$ cat src/hdl/pdr_consts.svh
// Constants for the port drive, duty and rotary configuration block.
// Assumes a 100 MHz reference clock.
`ifndef PDR_CONSTS_SVH
`define PDR_CONSTS_SVH
`define PDR_ADDR_SINK 8'h43
`define PDR_ADDR_STYLE 8'h44
`define PDR_ADDR_DUTY 8'h45
`define PDR_ADDR_ROT 8'h46
`define PDR_ADDR_COUNT 8'h4A
`define PDR_SINK_FIXED 8'hC0
`define PDR_SINK_LSB 0
`define PDR_SINK_MSB 1
`define PDR_RST_SINK 2'h0
`define PDR_RST_STYLE 8'h00
`define PDR_RST_DUTY 8'h00
`define PDR_RST_ROT 8'h00
`define PDR_DUTY_FULL 8'hFF
`define PDR_ROT_DEB_LSB 0
`define PDR_ROT_DEB_MSB 3
`define PDR_ROT_THR_LSB 4
`define PDR_ROT_THR_MSB 6
`define PDR_ROT_TYPE 7
`define PDR_CLK_NS 10
`define PDR_T_MS_NS 1000000
`define PDR_T_STEP_MS 25
`endif

$ cat src/hdl/pdr_pkg.sv
// Types for the port drive, duty and rotary configuration block.
// Shared by the top module and the verification side.
package pdr_pkg;
  typedef struct packed {
    logic wr;
    logic rd;
    logic [7:0] addr;
    logic [7:0] wdata;
  } pdr_req_s;

  typedef enum logic [1:0] {
    PDR_IDLE = 2'b00,
    PDR_TIMING = 2'b01,
    PDR_FIRED = 2'b11
  } pdr_tmr_e;
endpackage : pdr_pkg

$ cat src/hdl/pdr_top.sv
// Port drive style, sink level, shared duty and rotary switch logic.
// Assumes the serial front end delivers decoded register strobes, and
// that global mode, common-select bits and individual duties come from
// neighbouring register logic.
// Function
// - The two-bit sink field selects 5, 6.67, 10 or 20 mA and resets to 00.
// - Each port has a style bit, 0 constant-current and 1 plain open drain, reset 0.
// - Shared duty N gives an on-ratio of N/256 for codes 1 to 254.
// - Shared duty all ones gives a full 256/256 on-ratio.
// - Shared duty resets to zero, meaning the output is off.
// - Low four rotary bits give the debounce in ms, zero meaning none.
// - Threshold field zero never raises the port interrupt line.
// - With type bit 0 the interrupt rises when the count reaches plus or minus N.
// - With type bit 1 the interrupt rises N times 25 ms after the first event.
// - Rotary logic works only while the global rotary mode bit is set.
// - The step count is an 8-bit signed value readable by software.
// - A port uses the shared duty only when its common-select bit is set.
`timescale 1ns/1ns
`include "pdr_consts.svh"
module pdr_top import pdr_pkg::*; #(
  parameter int PORTS = 8,
  parameter int MS_CYCLES = `PDR_T_MS_NS / `PDR_CLK_NS
) (
  input wire logic i_ref_clk,
  input wire logic i_sys_rst,
  input wire pdr_req_s i_reg,
  input wire logic i_rotary_mode,
  input wire logic [PORTS-1:0] i_common_sel,
  input wire logic [PORTS*8-1:0] i_port_duty,
  input wire logic i_rotary_input_a,
  input wire logic i_rotary_input_b,
  output logic [7:0] o_reg_rdata,
  output logic [1:0] o_sink_level,
  output logic [PORTS-1:0] o_port_style,
  output logic [PORTS-1:0] o_port_sink,
  output logic [7:0] o_rotary_count,
  output logic o_port_interrupt_line
);
  logic [1:0] sink_r;
  logic [PORTS-1:0] style_r;
  logic [7:0] duty_r;
  logic [7:0] rot_r;
  logic [7:0] slot_r;
  logic [31:0] ms_cnt_r;
  logic [1:0] stable_r;
  logic [1:0] cand_r;
  logic [3:0] deb_r;
  logic signed [7:0] count_r;
  logic intr_r;
  logic [7:0] tmr_r;
  pdr_tmr_e tmr_st_r;
  logic [PORTS-1:0] sink_nxt;
  logic [7:0] rdata_nxt;

  wire wr_sink = i_reg.wr && (i_reg.addr == `PDR_ADDR_SINK);
  wire wr_style = i_reg.wr && (i_reg.addr == `PDR_ADDR_STYLE);
  wire wr_duty = i_reg.wr && (i_reg.addr == `PDR_ADDR_DUTY);
  wire wr_rot = i_reg.wr && (i_reg.addr == `PDR_ADDR_ROT);
  wire rd_count = i_reg.rd && (i_reg.addr == `PDR_ADDR_COUNT);
  wire [3:0] deb_ms = rot_r[`PDR_ROT_DEB_MSB:`PDR_ROT_DEB_LSB];
  wire [2:0] thr = rot_r[`PDR_ROT_THR_MSB:`PDR_ROT_THR_LSB];
  wire tmr_mode = rot_r[`PDR_ROT_TYPE];
  wire ms_tick = (ms_cnt_r == 32'(MS_CYCLES - 1));
  wire [1:0] raw = {i_rotary_input_b, i_rotary_input_a};

  // Debounce restarts whenever the raw pair moves off the candidate
  wire raw_moved = (raw != cand_r);
  wire deb_done = (deb_ms == 4'h0) || (deb_r >= deb_ms);
  wire accept = i_rotary_mode && !raw_moved && (cand_r != stable_r) && deb_done;
  // Gray step direction; a double change is dropped as a glitch
  wire step_up = accept && (cand_r == {stable_r[0], ~stable_r[1]});
  wire step_dn = accept && (cand_r == {~stable_r[0], stable_r[1]});
  wire step = step_up || step_dn;
  wire signed [7:0] count_base = rd_count ? 8'sh00 : count_r;
  wire signed [7:0] count_new = step_up ? count_base + 8'sh01 :
                                step_dn ? count_base - 8'sh01 : count_base;
  wire [7:0] count_mag = count_new[7] ? 8'(-count_new) : 8'(count_new);
  wire thr_hit = !tmr_mode && (thr != 3'h0) && (count_mag >= {5'h00, thr});
  wire [7:0] tmr_limit = 8'(thr * `PDR_T_STEP_MS);
  wire tmr_expire = (tmr_st_r == PDR_TIMING) && ms_tick && (tmr_r + 8'h01 >= tmr_limit);
  wire int_set = i_rotary_mode && (thr != 3'h0) && (thr_hit || tmr_expire);
  wire int_clr = rd_count || !i_rotary_mode || (thr == 3'h0);
  wire tmr_start = tmr_mode && step && (thr != 3'h0);
  wire tmr_abort = !tmr_mode || !i_rotary_mode;
  wire deb_clr = raw_moved || accept;
  wire deb_inc = ms_tick && (deb_r != 4'hF);
  wire [7:0] slot_nxt = slot_r + 8'h01;
  wire [31:0] ms_cnt_nxt = ms_tick ? 32'h0000_0000 : ms_cnt_r + 32'h0000_0001;

  // Period of 256 slots shared by every port
  genvar g;
  generate
    for (g = 0; g < PORTS; g++) begin : g_port
      wire [7:0] pd = i_port_duty[g*8 +: 8];
      wire [7:0] n = i_common_sel[g] ? duty_r : pd;
      assign sink_nxt[g] = (n == `PDR_DUTY_FULL) || (slot_r < n);
    end
  endgenerate

  always_comb begin
    unique case (i_reg.addr)
      `PDR_ADDR_SINK: rdata_nxt = `PDR_SINK_FIXED | {6'h00, sink_r};
      `PDR_ADDR_STYLE: rdata_nxt = style_r;
      `PDR_ADDR_DUTY: rdata_nxt = duty_r;
      `PDR_ADDR_ROT: rdata_nxt = rot_r;
      `PDR_ADDR_COUNT: rdata_nxt = count_r;
      default: rdata_nxt = 8'h00;
    endcase
  end

  always_ff @(posedge i_ref_clk) begin
    if (i_sys_rst) begin
      sink_r <= `PDR_RST_SINK;
      style_r <= `PDR_RST_STYLE;
      duty_r <= `PDR_RST_DUTY;
      rot_r <= `PDR_RST_ROT;
    end else begin
      if (wr_sink) sink_r <= i_reg.wdata[`PDR_SINK_MSB:`PDR_SINK_LSB];
      if (wr_style) style_r <= i_reg.wdata;
      if (wr_duty) duty_r <= i_reg.wdata;
      if (wr_rot) rot_r <= i_reg.wdata;
    end
  end

  // Read data holds between reads so a slow host may fetch it late
  always_ff @(posedge i_ref_clk) begin
    if (i_sys_rst) begin
      o_reg_rdata <= 8'h00;
    end else if (i_reg.rd) begin
      o_reg_rdata <= rdata_nxt;
    end
  end

  always_ff @(posedge i_ref_clk) begin
    if (i_sys_rst) begin
      slot_r <= 8'h00;
      ms_cnt_r <= 32'h0000_0000;
      o_port_sink <= '0;
    end else begin
      slot_r <= slot_nxt;
      ms_cnt_r <= ms_cnt_nxt;
      o_port_sink <= sink_nxt;
    end
  end

  // Debounce counts whole ms ticks, so the first ms may be short by up to one tick
  always_ff @(posedge i_ref_clk) begin
    if (i_sys_rst) begin
      stable_r <= 2'h0;
      cand_r <= 2'h0;
      deb_r <= 4'h0;
    end else if (!i_rotary_mode) begin
      stable_r <= raw;
      cand_r <= raw;
      deb_r <= 4'h0;
    end else begin
      cand_r <= raw;
      if (deb_clr) deb_r <= 4'h0;
      else if (deb_inc) deb_r <= deb_r + 4'h1;
      if (accept) stable_r <= cand_r;
    end
  end

  // A step in the reading cycle survives the clear
  always_ff @(posedge i_ref_clk) begin
    if (i_sys_rst) begin
      count_r <= 8'sh00;
    end else begin
      count_r <= count_new;
    end
  end

  // Set wins over clear in the same cycle
  always_ff @(posedge i_ref_clk) begin
    if (i_sys_rst) begin
      intr_r <= 1'b0;
    end else if (int_set) begin
      intr_r <= 1'b1;
    end else if (int_clr) begin
      intr_r <= 1'b0;
    end
  end

  // Re-armed by a count read or by tmr_abort, so one burst of turns gives one interrupt
  always_ff @(posedge i_ref_clk) begin
    if (i_sys_rst) begin
      tmr_r <= 8'h00;
      tmr_st_r <= PDR_IDLE;
    end else begin
      unique case (tmr_st_r)
        PDR_IDLE: begin
          tmr_r <= 8'h00;
          if (tmr_start) tmr_st_r <= PDR_TIMING;
        end
        PDR_TIMING: begin
          if (tmr_abort) tmr_st_r <= PDR_IDLE;
          else if (tmr_expire) tmr_st_r <= PDR_FIRED;
          else if (ms_tick) tmr_r <= tmr_r + 8'h01;
        end
        PDR_FIRED: begin
          if (rd_count || tmr_abort) tmr_st_r <= PDR_IDLE;
        end
        default: tmr_st_r <= PDR_IDLE;
      endcase
    end
  end

  always_ff @(posedge i_ref_clk) begin
    if (i_sys_rst) begin
      o_sink_level <= `PDR_RST_SINK;
      o_port_style <= `PDR_RST_STYLE;
      o_rotary_count <= 8'h00;
      o_port_interrupt_line <= 1'b0;
    end else begin
      o_sink_level <= sink_r;
      o_port_style <= style_r;
      o_rotary_count <= count_r;
      o_port_interrupt_line <= intr_r;
    end
  end
endmodule : pdr_top

$ cat config.mk
export PLATFORM = sky130hd
export DESIGN_NAME = pdr_top
export DESIGN_NICKNAME = d
export VERILOG_FILES = /design/src/hdl/pdr_pkg.sv /design/src/hdl/pdr_top.sv
export VERILOG_INCLUDE_DIRS = /design/src /design/src/hdl
export SDC_FILE = /design/constraint.sdc
export NUM_CORES = 1
export LEC_CHECK = 0
export ABC_AREA = 1
export ABC_CLOCK_PERIOD_IN_PS = 4800
export BUFFER_PORTS_ARGS = -buffer_cell sky130_fd_sc_hd__buf_2
export CAP_MARGIN = 20
export CORE_MARGIN = 5
export CORE_UTILIZATION = 62
export DETAILED_ROUTE_END_ITERATION = 10
export HOLD_SLACK_MARGIN = 0.03
export PLACE_DENSITY = 0.86
export SETUP_SLACK_MARGIN = 0.5
export SLEW_MARGIN = 20
export SYNTH_ARGS = -nofsm -noshare
export SYNTH_HDL_FRONTEND = slang
export SYNTH_SLANG_ARGS = --single-unit
$ cat constraint.sdc
create_clock -name i_ref_clk -period 4.8 [get_ports i_ref_clk]
set_input_delay 0.96 -clock i_ref_clk [delete_from_list [all_inputs] [get_ports i_ref_clk]]
set_output_delay 0.96 -clock i_ref_clk [all_outputs]
set_load 0.1 [all_outputs]
# Yosys cells after proc, flatten, opt, wreduce, memory -nomap -nowiden
# Cells that the tools add are included.
# Widths: inputs -> output; s select.
# op_classes
n_reduce_logical	48
n_bitwise	3
addsub	7
n_mux	26
eq_ne	28
multipliers	1
n_lt_le_gt_ge	11
# op_table
operator	count
$mux 8	15
$eq 8x8->1 const B	8
$lt 8x8->1	8
$eq 8x7->1 const B	5
$pmux 8 s5	1
$add 32x1->32 const B	1
$eq 32x17->1 const B	1
$logic_and 1x1->1	19
$add 8x1->8 const B	2
$logic_or 1x1->1	16
$pmux 8 s2	1
$mux 2	6
$ne 2x2->1 const B	5
$add 8x2->8 const B	1
$ge 8x3->1	1
$ge 8x8->1	1
$mul 3x5->8 const B	1
$neg 8->8	1
$sub 8x2->8 const B	1
$pmux 2 s3	1
$add 4x1->4 const B	1
$eq 2x2->1	2
$ge 4x4->1	1
$logic_not 4->1	1
other kinds (17)	24
# totals
reg_bits	128
in_bits	95
word_cells	143

# Longest topological paths before layout
# logic_depth
depth_word	15
ltp_mapped	27
depth_no_buf	27

# Worst setup path before layout
# Ideal clock, no wire load.
# synth_path
path_kind	input to register
start	input port i_reg[15] (netlist bit)
end	register intr_r
t_arrival_ns	3.324
setup_slack_ns	1.360
cell_stages	25
setup_time_ns	0.116
path_buffers	0
path_cell_list	inv_1 > nand2_1 > nor2_2 > nand3_2 > nand2_1 > inv_1 > ha_1 > inv_1 > nand4_1 > nand2_1 > nand2_1 > nand2_1 > inv_1 > ha_1 > nand2_1 > o21ai_0 > ha_1 > nand2_1 > nand2_1 > a21oi_1 > nand2_1 > a21oi_1 > nand2_1 > nand2_1 > a21oi_1
# synth_via
elab_chain_len	13
# synth_lines
element	line	source
start, declared	pdr_top.sv:26	input wire pdr_req_s i_reg,
$eq 8x7->1 *	n/a	
$logic_and 1x1->1 *	pdr_top.sv:59	wire rd_count = i_reg.rd && (i_reg.addr == `PDR_ADDR_COUNT);
$mux 8	pdr_top.sv:74	wire signed [7:0] count_base = rd_count ? 8'sh00 : count_r;
$sub 8x2->8	pdr_top.sv:76	step_dn ? count_base - 8'sh01 : count_base;
$mux 8	pdr_top.sv:76	
$mux 8	pdr_top.sv:75	wire signed [7:0] count_new = step_up ? count_base + 8'sh01 :
$neg 8->8	pdr_top.sv:77	wire [7:0] count_mag = count_new[7] ? 8'(-count_new) : 8'(count_new);
$mux 8	pdr_top.sv:77	
$ge 8x3->1	pdr_top.sv:78	wire thr_hit = !tmr_mode && (thr != 3'h0) && (count_mag >= {5'h00, thr});
$logic_and 1x1->1	pdr_top.sv:78	
$logic_or 1x1->1	pdr_top.sv:81	wire int_set = i_rotary_mode && (thr != 3'h0) && (thr_hit || tmr_expire);
$logic_and 1x1->1	pdr_top.sv:81	
$mux 1 / $reduce_bool 2->1 (equally long branches)	n/a	
end signal, assigned	pdr_top.sv:176	intr_r <= 1'b0;
end signal, assigned	pdr_top.sv:178	intr_r <= 1'b1;
end signal, assigned	pdr_top.sv:180	intr_r <= 1'b0;
end, declared	pdr_top.sv:49	logic intr_r;
# Mark *: on every way between the ends. The rest lies on a longest branch, timed or not.
# A chain may end at the register's enable or synchronous reset.

# Final worst setup path
# layout_path
start	input port i_reg[10] (netlist bit)
end	register intr_r
# The elaborated chain is that of the path after synthesis.

==> run summary <==
The number of setup buffers added after CTS is 0. The worst setup path is captured at a flip-flop. Ranked by total cell area, the synthesized netlist is headed by sky130_fd_sc_hd__dfxtp_1 31%, sky130_fd_sc_hd__ha_1 12%, sky130_fd_sc_hd__nand2_1 11%, sky130_fd_sc_hd__o21ai_0 7.3%, sky130_fd_sc_hd__a21oi_1 6.7%.

For this run, the slowest stage of the critical path takes 0.32 ns. Number of warnings reported in the yosys synthesis log: 0. The post-route clock skew was 0.00802 ns; the pin count of the biggest net entering global routing was 53. For this run the aggregate overflow at the end of global routing stands at 0. The share of final-layout standard cells stronger than drive strength 1 was 16.1%.

The die covers 15700 µm². The post-synthesis register bit count came out at 128. Among all stages on the critical path, the largest delay is contributed by sky130_fd_sc_hd__ha_1. The fmax came out at 274 MHz. For the pin with the worst max-slew slack, the measured transition is 0.641 ns. Counting the fill cells in the layout gives 1059. The via-per-instance ratio was 5.69; the number of buffers inserted during clock tree synthesis was 17. In this run the static leakage power is 4.50 nW. After floorplanning, the core was divided into 42 placement rows. Input and output buffers added on the ports amount to 129.

The most numerous cell in the Yosys netlist was sky130_fd_sc_hd__nand2_1. For this block, the routed nets add up to 22900 µm of wire. The worst setup path is launched from an input port.

The critical path required time is 5.11 ns, and the maximum buffer depth of the clock tree is 2. In the global route stage, overall resource usage came out at 29.1%. The first global-routing pass estimated 38000 µm of wire. Summing internal, switching and leakage power gives 2.82 mW. The run gives 2560 µm² as the combined flip-flop and latch cell area. TritonCTS built the clock tree. The starting density of the core was 63.0%; the final routed wire length divided by cell count was 15.4 µm. The final net count was 1479. The total power per unit cell area was 291 nW/µm²; the maximum net fanout on the critical path was 16. The post-cts sizing count was 0. The number of ports placed on the die boundary is 130, and the number of synthesized flops with an enable pin is 0. The count of unresolved DRC violations after routing was 0. The worst-case IR drop observed on VDD is 0.275 mV. The clock latency of the later-clocked register in the worst-skew pair is 0.43 ns, and the mean instance size in the synthesized netlist is 7.02 µm². The area share of the largest cell type after synthesis was 31.0%; the net count after synthesis was 1355.

Relative to the synthesized area, the layout overhead comes to 17.1%. Headroom to the max-slew limit came out at 57.1%. CTS saw 128 sinks. Buffers inserted to repair hold after CTS numbered 0. The critical path is of the input port to flip-flop type. The biggest area contributor in the post-synthesis netlist is sky130_fd_sc_hd__dfxtp_1.

In the synthesized netlist, the number of instances is 1178. The final total negative setup slack is 0 ns. Setup repair after global routing left no endpoint under its margin. The minimum clock period after layout is 3.65 ns, and the count of H-tree levels built during CTS is 4.

The region available for standard cell placement spans 13100 µm². For this run, the register share of the synthesized area comes to 31.0%. The final-report max-slew violation count is 0.

After synthesis, the share of flip-flops with an asynchronous set or reset is 0%. After synthesis, the most frequently instantiated cells are 242 x sky130_fd_sc_hd__nand2_1, 130 x sky130_fd_sc_hd__inv_1, 128 x sky130_fd_sc_hd__dfxtp_1, 120 x sky130_fd_sc_hd__o21ai_0, 111 x sky130_fd_sc_hd__a21oi_1. The post-route fraction of the period consumed by the critical path works out to 76.1%. Counting stages on the worst path, the most repeated cell is sky130_fd_sc_hd__nand2_1. Counting distinct cell types in the post-synthesis netlist gives 50. In this run the worst hold path is classified as flip-flop to flip-flop. Number of global-route vias before repair: 8077. The number of antenna violations at the first check in global routing came out at 1. The count of nets left with antenna violations once routing finished came out at 0. The run gives 5 as the total iterations of the first detailed-routing run. The wire-length estimate of the detail-placed layout is 16700 µm. Main flop type after synthesis: sky130_fd_sc_hd__dfxtp_1. CTS placed an instance of sky130_fd_sc_hd__clkbuf_16 at the clock tree root.

Data on the critical path arrives at its endpoint at 3.97 ns. Once layout is complete, the utilization of the core stands at 73.7%. After the first detailed-routing iteration, the DRC count stood at 883.

After clock tree synthesis, the clock-pin slew on the worst setup and hold paths is 0.06 ns. The final count of negative-setup-slack endpoints is 0. The logs give 0 for the number of failing hold endpoints at the final stage and 0 for the total of max-cap violations.

The run finished with clean final reports. The cell area after synthesis is 8270 µm². The die height is 125 µm. The die is 125 µm wide. Final weighted congestion of routability-driven global placement: 0.892. The total via count in the routed design is 8484, and the area of the multi-input gates is 5060 µm².
[metrics by stage]
step	hold slack, ns	std cells	worst slack [ns]	area [µm²]
after global routing	0.469	1491	0.779	9690
after detailed placement	0.448	1459	0.755	9060
after CTS	0.458	1491	1.15	9690
final	0.462	1492	1.15	9690
after global placement	0.439	1459	0.893	9060
after floorplan	0.403	1178	1.36	8270
[worst max-delay path: cells and delay by family]
family                     cells  cell delay (ns)
AOI/OAI and AO/OA              4             0.36
adders and majority gates      3             0.90
and+or+nand+nor               14             1.33
buffers and inverters          5             0.39
[cell usage in the layout, fill, tap and decap left out, types with 28 or more instances in the layout]
master and instances:
sky130_fd_sc_hd__buf_2 129, sky130_fd_sc_hd__a21oi_1 111, sky130_fd_sc_hd__nand3_1 28, sky130_fd_sc_hd__o21ai_0 120, sky130_fd_sc_hd__ha_1 82, sky130_fd_sc_hd__nor2_1 105, sky130_fd_sc_hd__inv_1 130, sky130_fd_sc_hd__nand4_1 30
sky130_fd_sc_hd__dfxtp_1 128, sky130_fd_sc_hd__nand2_1 242
[registers in the layout, indices dropped and copies added (netlist names), 2 cells and up]
| name | cells |
|---|---|
| ms_cnt_r | 32 |
| count_r | 8 |
| duty_r | 8 |
| o_port_sink | 8 |
| o_port_style | 8 |
| o_reg_rdata | 8 |
| o_rotary_count | 8 |
| rot_r | 8 |
| slot_r | 8 |
| style_r | 8 |
| tmr_r | 8 |
| deb_r | 4 |
| cand_r | 2 |
| o_sink_level | 2 |
| sink_r | 2 |
| stable_r | 2 |
| tmr_st_r | 2 |
[per-layer routing]
layer / vias to the layer above / GRT usage [%] / part of all wire (%)
li1: 4253 / - / -
met1: 3744 / 36.1 / 41
met2: 422 / 48.7 / 47
met3: 63 / 7.42 / 9.9
met4: 2 / 10.8 / 2.6
met5: - / 0 / 0.057
[power by group]
group	leakage [nW]	internal, mW	total, mW	switching, mW
sequential	1.04	1.08	1.10	0.0181
clock	0.307	0.884	1.39	0.510
combinational	3.15	0.113	0.331	0.219
[cell families after synthesis]
logic type,Yosys count,synth area share [%]
adders and majority gates,82,12.4
xor gates and xnor gates,17,1.89
DFF,128,31.0
buffers and inverters,171,7.82
and+or+nand+nor,498,28.4
AOI/OAI and AO/OA,282,18.5
[final timing paths]
kind	end	startpoint	cells past startpoint	slack, ns
worst max-delay path	intr_r	i_reg[10]	26	1.15
worst min-delay path	o_port_style[1]	style_r[1]	2	0.46
worst max register to register	intr_r	deb_r[0]	25	1.60
worst min register to register	o_port_style[1]	style_r[1]	2	0.46
[area by class of cell]
type,count,share of cell area [%]
antenna,1,0.0258
tap,176,2.27
clock buffer,19,4.57
inverter,143,5.54
clock inverter,13,1.92
multi-input combinational,879,52.2
timing repair buffer,133,6.97
sequential,128,26.4
No activity file was read; power rests on OpenSTA's default activity.
